## src/hdl/adc_ctl_defs.svh

```systemverilog
// Purpose: Offsets, field positions, reset values and timing for the converter control block
// Assumes: 32-bit APB, one register per aligned word
// Notes:   Definitions only
`ifndef ADC_CTL_DEFS_SVH
`define ADC_CTL_DEFS_SVH
// ==========================================
// Register byte offsets
`define OFS_SC1       8'h00
`define OFS_SC2       8'h04
`define OFS_RESULT    8'h08
`define OFS_CMPV      8'h0c
`define OFS_ISTAT     8'h10
`define OFS_IMASK     8'h14
// ==========================================
// Field values and reset values
`define CH_OFF        5'h1f
// Field positions and reset values of the control and interrupt registers
`define CH_MSB        4
`define SC1_IE_BIT    6
`define SC1_CONT_BIT  5
`define SC2_TRG_BIT   6
`define SC2_CMPEN_BIT 5
`define SC2_CMPGE_BIT 4
`define SC1_RST       8'h1f
`define IRQ_W         2
`define IRQ_DONE      0
`define IRQ_END       1
`define IMASK_RST     2'h3
// ==========================================
// Timing
`define CLK_PERIOD_NS 5
`define CONV_TIME_NS  2000
`endif

```

## src/hdl/adc_ctl_pkg.sv

```systemverilog
// Purpose: Types shared by the converter control block
// Assumes: Nothing beyond the defs header
// Notes:   Structs carry bus requests and register images
package adc_ctl_pkg;
  // ==========================================
  // APB request from the master
  typedef struct packed {
    logic [7:0]  paddr;
    logic        pwrite;
    logic [31:0] pwdata;
    logic        psel;
    logic        penable;
  } apb_req_s;
  // First control register image
  typedef struct packed {
    logic       conversion_complete_flag;
    logic       complete_interrupt_enable;
    logic       cont;
    logic [4:0] ch;
  } sc1_s;
  // Second control register image
  typedef struct packed {
    logic       act;
    logic       trg;
    logic       compare_enable;
    logic       compare_greater_equal;
    logic [3:0] rsvd;
  } sc2_s;
  // Conversion sequencer states
  typedef enum logic [0:0] {
    ST_IDLE = 1'b0,
    ST_CONV = 1'b1
  } conv_state_e;
endpackage : adc_ctl_pkg

```

## src/hdl/adc_control_status_regs.sv

```systemverilog
// Purpose: Control and status logic of a 10-bit converter behind APB
// Assumes: Sample data valid from the analog side at conversion end
// Notes:   Converter timing is a cycle counter; analog part is outside
`timescale 1ns/1ps
`include "adc_ctl_defs.svh"

module adc_control_status_regs #(
  parameter int RES_W = 10,
  parameter int CONV_CYCLES = (`CONV_TIME_NS + `CLK_PERIOD_NS - 1) / `CLK_PERIOD_NS
) (
  input  wire logic                 clk_in,
  input  wire logic                 resetn_in,
  input  wire adc_ctl_pkg::apb_req_s apb_in,
  output logic [31:0]               prdata_out,
  output logic                      pready_out,
  output logic                      pslverr_out,
  input  wire logic                 hardware_trigger_in,
  input  wire logic [RES_W-1:0]     sample_data_in,
  output logic [4:0]                channel_select_out,
  output logic                      converter_on_out,
  output logic                      irq_out
);
  import adc_ctl_pkg::*;

  // ==========================================
  // Storage
  conv_state_e      state_r;    // Sequencer state
  logic [15:0]      cnt_r;      // Cycles left in conversion
  sc1_s             sc1_r;      // First control register
  sc2_s             sc2_r;      // Second control register
  logic [RES_W-1:0] result_r;   // Last accepted result
  logic [RES_W-1:0] cmpv_r;     // Compare value
  logic [`IRQ_W-1:0] istat_r;   // Sticky event bits
  logic [`IRQ_W-1:0] imask_r;   // Event mask
  logic [31:0]      prdata_r;   // Read data latched in setup
  logic [2:0]       trg_sync_r; // Trigger synchroniser
  logic             trg_lvl_r;  // Filtered trigger level

  // ==========================================
  // Bus decode
  logic wr_acc;    // Write access completes
  logic rd_acc;    // Read access completes
  logic sc1_wr;    // First control register written
  logic sc2_wr;    // Second control register written
  logic res_rd;    // Result register read
  logic mapped;    // Address hits a register
  logic hw_edge;   // Hardware trigger assertion
  logic start_sw;  // Software start
  logic start_hw;  // Hardware start
  logic done;      // Conversion finishes this cycle
  logic done_eff;  // Completion not overridden by abort
  logic cmp_hit;   // Compare condition true
  logic cmp_ok;    // Result accepted
  logic restart;   // Back-to-back restart
  logic [15:0] conv_last; // Reload value of counter

  assign conv_last = 16'(CONV_CYCLES - 1);
  assign wr_acc = apb_in.psel && apb_in.penable && apb_in.pwrite;
  assign rd_acc = apb_in.psel && apb_in.penable && !apb_in.pwrite;
  assign sc1_wr = wr_acc && (apb_in.paddr == `OFS_SC1);
  assign sc2_wr = wr_acc && (apb_in.paddr == `OFS_SC2);
  assign res_rd = rd_acc && (apb_in.paddr == `OFS_RESULT);

  // Unmapped addresses answer with an error
  always_comb begin
    case (apb_in.paddr)
      `OFS_SC1, `OFS_SC2, `OFS_RESULT,
      `OFS_CMPV, `OFS_ISTAT, `OFS_IMASK: mapped = 1'b1;
      default:                           mapped = 1'b0;
    endcase
  end

  // Zero wait states; data was latched in the setup cycle
  assign pready_out  = 1'b1;
  assign pslverr_out = apb_in.psel && apb_in.penable && !mapped;
  assign prdata_out  = prdata_r;

  // ==========================================
  // Hardware trigger synchroniser
  // Three stages; level moves only when stages two and three agree
  always_ff @(posedge clk_in) begin
    if (!resetn_in) begin
      trg_sync_r <= 3'h0;
      trg_lvl_r  <= 1'b0;
    end else begin
      trg_sync_r <= {trg_sync_r[1:0], hardware_trigger_in};
      if (trg_sync_r[1] == trg_sync_r[2]) begin
        trg_lvl_r <= trg_sync_r[2];
      end
    end
  end

  // Counter overflow pulse is taken on its rising level
  assign hw_edge = trg_sync_r[1] && trg_sync_r[2] && !trg_lvl_r;

  // ==========================================
  // Start, completion and compare
  assign start_sw = sc1_wr && !sc2_r.trg && (apb_in.pwdata[`CH_MSB:0] != `CH_OFF);
  assign start_hw = sc2_r.trg && hw_edge && !sc1_wr && (state_r == ST_IDLE)
                    && (sc1_r.ch != `CH_OFF);
  assign done     = (state_r == ST_CONV) && (cnt_r == 16'h0);
  assign done_eff = done && !sc1_wr;
  // Direction bit picks less-than or greater-equal
  assign cmp_hit  = sc2_r.compare_greater_equal ? (sample_data_in >= cmpv_r)
                                                : (sample_data_in < cmpv_r);
  assign cmp_ok   = !sc2_r.compare_enable || cmp_hit;
  assign restart  = done_eff && sc1_r.cont && (sc1_r.ch != `CH_OFF);

  // ==========================================
  // Conversion sequencer
  always_ff @(posedge clk_in) begin
    if (!resetn_in) begin
      state_r <= ST_IDLE;
      cnt_r   <= 16'h0;
    end else if (sc1_wr) begin
      // Any write aborts; new start only for a live channel
      if (start_sw) begin
        state_r <= ST_CONV;
        cnt_r   <= conv_last;
      end else begin
        state_r <= ST_IDLE;
        cnt_r   <= 16'h0;
      end
    end else if (start_hw) begin
      state_r <= ST_CONV;
      cnt_r   <= conv_last;
    end else if (done) begin
      if (restart) begin
        cnt_r <= conv_last;
      end else begin
        state_r <= ST_IDLE;
      end
    end else if (state_r == ST_CONV) begin
      cnt_r <= cnt_r - 16'h1;
    end
  end

  // ==========================================
  // First control register and complete flag
  always_ff @(posedge clk_in) begin
    if (!resetn_in) begin
      sc1_r <= sc1_s'(`SC1_RST);
    end else begin
      if (sc1_wr) begin
        sc1_r.complete_interrupt_enable <= apb_in.pwdata[`SC1_IE_BIT];
        sc1_r.cont                      <= apb_in.pwdata[`SC1_CONT_BIT];
        sc1_r.ch                        <= apb_in.pwdata[`CH_MSB:0];
      end
      // Write clears; completion beats a result read
      if (sc1_wr) begin
        sc1_r.conversion_complete_flag <= 1'b0;
      end else if (done_eff && cmp_ok) begin
        sc1_r.conversion_complete_flag <= 1'b1;
      end else if (res_rd) begin
        sc1_r.conversion_complete_flag <= 1'b0;
      end
    end
  end

  // ==========================================
  // Second control register; active flag is read-only
  always_ff @(posedge clk_in) begin
    if (!resetn_in) begin
      sc2_r <= '0;
    end else if (sc2_wr) begin
      sc2_r.trg                   <= apb_in.pwdata[`SC2_TRG_BIT];
      sc2_r.compare_enable        <= apb_in.pwdata[`SC2_CMPEN_BIT];
      sc2_r.compare_greater_equal <= apb_in.pwdata[`SC2_CMPGE_BIT];
    end
  end

  // ==========================================
  // Result and compare value
  always_ff @(posedge clk_in) begin
    if (!resetn_in) begin
      result_r <= '0;
      cmpv_r   <= '0;
    end else begin
      if (done_eff && cmp_ok) begin
        result_r <= sample_data_in;
      end
      if (wr_acc && (apb_in.paddr == `OFS_CMPV)) begin
        cmpv_r <= apb_in.pwdata[RES_W-1:0];
      end
    end
  end

  // ==========================================
  // Interrupt status and mask; set wins over clear
  always_ff @(posedge clk_in) begin
    if (!resetn_in) begin
      istat_r <= '0;
      imask_r <= `IMASK_RST;
    end else begin
      if (wr_acc && (apb_in.paddr == `OFS_IMASK)) begin
        imask_r <= apb_in.pwdata[`IRQ_W-1:0];
      end
      istat_r[`IRQ_DONE] <= (done_eff && cmp_ok && sc1_r.complete_interrupt_enable)
          || (istat_r[`IRQ_DONE]
              && !(wr_acc && (apb_in.paddr == `OFS_ISTAT) && apb_in.pwdata[`IRQ_DONE]));
      istat_r[`IRQ_END] <= done_eff
          || (istat_r[`IRQ_END]
              && !(wr_acc && (apb_in.paddr == `OFS_ISTAT) && apb_in.pwdata[`IRQ_END]));
    end
  end

  assign irq_out = |(istat_r & imask_r);

  // ==========================================
  // Read data, latched in the setup cycle
  always_ff @(posedge clk_in) begin
    if (!resetn_in) begin
      prdata_r <= 32'h0;
    end else if (apb_in.psel && !apb_in.penable) begin
      case (apb_in.paddr)
        `OFS_SC1:    prdata_r <= {24'h0, sc1_r};
        // Reserved bits read zero whatever was written
        `OFS_SC2:    prdata_r <= {24'h0, (state_r == ST_CONV), sc2_r.trg,
                                  sc2_r.compare_enable, sc2_r.compare_greater_equal, 4'h0};
        `OFS_RESULT: prdata_r <= 32'(result_r);
        `OFS_CMPV:   prdata_r <= 32'(cmpv_r);
        `OFS_ISTAT:  prdata_r <= 32'(istat_r);
        `OFS_IMASK:  prdata_r <= 32'(imask_r);
        default:     prdata_r <= 32'h0;
      endcase
    end
  end

  // ==========================================
  // Analog side controls
  assign channel_select_out = sc1_r.ch;
  assign converter_on_out   = (state_r == ST_CONV);
endmodule : adc_control_status_regs

```

## config.mk

```make
export PLATFORM = sky130hd
export DESIGN_NAME = adc_control_status_regs
export DESIGN_NICKNAME = d
export VERILOG_FILES = /design/src/hdl/adc_ctl_pkg.sv /design/src/hdl/adc_control_status_regs.sv
export VERILOG_INCLUDE_DIRS = /design/src /design/src/hdl
export SDC_FILE = /design/constraint.sdc
export NUM_CORES = 1
export LEC_CHECK = 0
export ABC_AREA = 1
export BUFFER_PORTS_ARGS = -buffer_cell sky130_fd_sc_hd__buf_4
export CORE_MARGIN = 4
export CORE_UTILIZATION = 45
export DETAILED_ROUTE_END_ITERATION = 7
export PLACE_DENSITY_LB_ADDON = 0.1
export SETUP_SLACK_MARGIN = 0.5
export SLEW_MARGIN = 30
export SYNTH_ARGS = -nofsm -noshare
export SYNTH_HDL_FRONTEND = slang
export SYNTH_SLANG_ARGS = --single-unit
```

## constraint.sdc

```tcl
create_clock -name clk_in -period 1.56 [get_ports clk_in]
set_input_delay 0.234 -clock clk_in [delete_from_list [all_inputs] [get_ports clk_in]]
set_output_delay 0.234 -clock clk_in [all_outputs]
set_load 0.05 [all_outputs]
```

==> summary.txt <==
Power and ir drop
  – Leakage: roughly 3.2 nW
  – Worst vdd ir: 445.7 uV
  – PD cells: 517.5 nW/um2

GRT
  – Tot GR Track Use: 0.2603
  – First-pass GRT wire length: 22850 um
  – GR Overflow Total: 0
  – Vias in the first global route: ~4600
  – Largest net degree at the start of global routing: 36
  – Initial antenna violation count: 0

Critical path
  – CP cell instances: inv_2 > ha_4 > nand2_4 > nor2_4 > nand3_2 > nand4_1 > nand2_2 > nand2_4 > buf_6 > buf_6 > nand3_2 > a21oi_2
  – Worst path top cell family by delay: simple AND/OR/NAND/NOR gates
  – Worst Path Max Fanout: 4
  – Max stage delay cell, worst path: dfxtp_2
  – Delay of the slowest critical-path stage: roughly 0.35 ns
  – Worst EP required: between 1.5 and 2 ns
  – Crit path buf inv count: 3
  – Worst Setup End Kind: register
  – WS Path Type: register to register
  – Crit path launch type: register
  – CP arrival: 2.15 ns

Synth
  – Largest family of logic cells by synthesized area: simple AND/OR/NAND/NOR gates
  – Mapped Area: roughly 4200 um2
  – Yosys synthesis warning count: 0
  – Most area-hungry cell type in the Yosys netlist: dfxtp_1
  – Simple-gate share of the synthesized area: 0.3390
  – Synth top area cells: dfxtp_1, nand2_1, inv_1
  – Post-synthesis sequential area ratio: 0.3140
  – Gate Count Post-Synth: between 600 and 700
  – Syn_area_per_cell: roughly 6.8 um2
  – Synth cell types: 39
  – Synth top area share: 0.3140
  – Post-synthesis xor/xnor area fraction: 0.006244
  – Post-synthesis adder-cell area fraction: 0.03866
  – Mux cell area share after synthesis: 0
  – FF+latch count, synth: 66
  – Compound-Gate Fraction of Synth Area: 0.1424

Final layout
  – Register area: roughly 1400 um2
  – N_diodes: 0
  – Commonest non-fill, non-tap cell in the layout: buf_4
  – Fillers: 560
  – Final #Nets: between 800 and 900
  – Share of layout cells above drive strength 1: 0.5655
  – Commonest cells after routing, fill and taps aside: buf_4, nand2_1, inv_1
  – Area growth, synth to finish: 70.92%
  – Area occupied by multi-input gates: roughly 3200 um2
  – Fin cells: 905
  – Core Util, Final: 0.7858

Clock network
  – Root buffer cell: clkbuf_8
  – Clock transition at the registers of the reported paths: roughly 0.09 ns
  – H-tree depth: 3
  – Total CTS buffers: 9
  – Clk Latency, worst-skew pair: about 0.36 ns
  – Clk buf depth: 2
  – Number of clock sinks: 66
  – TritonCTS clock tree: done

Timing
  – Final hold vios: 0
  – Achievable clock frequency: around 540 MHz
  – Final WS setup: -0.3055 ns
  – Endpoints failing setup: 29
  – Fin. max-slew vios: 0
  – Minimum clock period after layout: between 1.5 and 2 ns
  – Worst clock skew: approximately 0.012 ns
  – RSZ-0062 raised after global routing: yes
  – Period utilisation layout: 1.196

Route
  – Vias per cell: between 5 and 6
  – DR DRC count: 0
  – Top sig layer: met4
  – Routed wl met3: ~950 um
  – Initial DRT Pass Iterations: 5
  – Via Count: between 4000 and 5000
  – Initial DRC Count: approximately 280
  – Metal2 WL: 7284 um
  – DRT Wirelength: about 15000 um
  – Antenna viol nets, final: 0
  – WL met1: 6649 um
  – Wirelength per Cell: approximately 17 um

Run status
  – Status: finished with violations
  – Failing checks: setup timing

Job
  – Max Cap Violations: 0

Place
  – HPWL after DPL: 8935 um
  – Cell total after placement: 835
  – IO buf count: about 50
  – Placer Congestion: approximately 0.86

Die
  – Core area: 9153 um2
  – Die width: roughly 100 um
  – Starting density of the core: 0.4597
  – Die area: approximately 11000 um2
  – IO Pins: a little under 100
  – Die Span Y: 104.7 um
  – Cell Rows: 35

Min path
  – Hold crit path type: input port to register
-- path summary, 6_finish.rpt --
kind | endpoint | start | depth (start not counted) | slack (ns)
hold / removal | trg_sync_r[0]$_SDFF_PN0_ | hardware_trigger_in | 3 | 0.07
setup reg to reg | istat_r[0]$_SDFF_PN0_ | cmpv_r[8]$_SDFFE_PN0P_ | 12 | -0.31
setup / recovery | istat_r[0]$_SDFF_PN0_ | cmpv_r[8]$_SDFFE_PN0P_ | 12 | -0.31
hold reg to reg | trg_sync_r[1]$_SDFF_PN0_ | trg_sync_r[0]$_SDFF_PN0_ | 2 | 0.41
-- synthesized netlist by cell type, drive strengths merged --
cell and count:
buf 39, o31ai 1, inv 81, nor2 68, o211ai 9, ha 13, nand3 57, nand3b 2
o22ai 1, conb 2, o21ai 33, clkinv 4, nand2 151, xor2 3, a211oi 7, nor3 13
or2 1, clkbuf 9, dfxtp 66, a22o 1, a21oi 47, nand4 8
-- state kept, by name (all words and copies together) (netlist names) --
register,flops
prdata_out,10
result_r,10
trg_lvl_r,1
sc1_r,3
cmpv_r,10
istat_r,2
converter_on_out,1
imask_r,2
sc2_r,3
trg_sync_r,3
cnt_r,16
channel_select_out,5
-- what timing repair did --
item | 4_1_cts | 5_1_grt
pin swaps | 62 | 53
setup buffers | 26 | 18
endpoints found under the setup margin | 71 | 79
cloned | 9 | 1
gates resized for setup | 185 | 104
hold buffers | 0 | 0
-- through the flow --
stage          setup slack (ns)  hold WS, ns  setup TNS [ns]  cell area [um2]  power [mW]
3_3_place_gp            -0.1656       0.3976          -2.283             5439       2.160
4_1_cts                 -0.2075      0.06254          -3.556             6638       3.670
6_report                -0.3055      0.06722          -5.128             7192       3.722
3_5_place_dp            -0.2514       0.4035          -3.581             5439       2.169
2_1_floorplan          0.003862       0.3316               0             4607       2.057
5_1_grt                 -0.3627      0.08368          -7.150             7192       3.845
-- area by class of cell --
type / instances / area share
clock buffers: 10 / 0.01775
clock inverters: 6 / 0.009221
inverters: 85 / 0.05324
multi-input cells: 442 / 0.4469
flip-flops and latches: 66 / 0.1893
well taps: 111 / 0.01931
repair buffers: 184 / 0.2627
repair inverters: 1 / 0.001566
-- worst min-delay path: cells and delay by family --
family / cells / cell delay (ns)
buffers and inverters: 2 / 0.11
and+or+nand+nor: 1 / 0.04
-- metal layers --
metal / track usage / up-vias
met5: 0 / -
met4: 0.07216 / 0
met3: 0.04818 / 42
met2: 0.4373 / 186
met1: 0.3427 / 2304
li1: - / 2296
-- where the power goes --
part / total (mW) / internal [mW] / switching, mW
Sequential: 1.69 / 1.69 / 0.00356
Clock: 1.48 / 0.741 / 0.738
Combinational: 0.552 / 0.189 / 0.363
-- kinds of logic (layout without fill, tap and decap cells) --
| family | count (synthesis) | count (layout) |
|---|---|---|
| and+or+nand+nor | 300 | 304 |
| xor gates and xnor gates | 3 | 3 |
| AOI/OAI and AO/OA | 99 | 99 |
| adders and majority gates | 13 | 13 |
| other | 2 | 23 |
| buffers and inverters | 133 | 286 |
| DFF | 66 | 66 |
No activity file was read; power rests on OpenSTA's default activity.
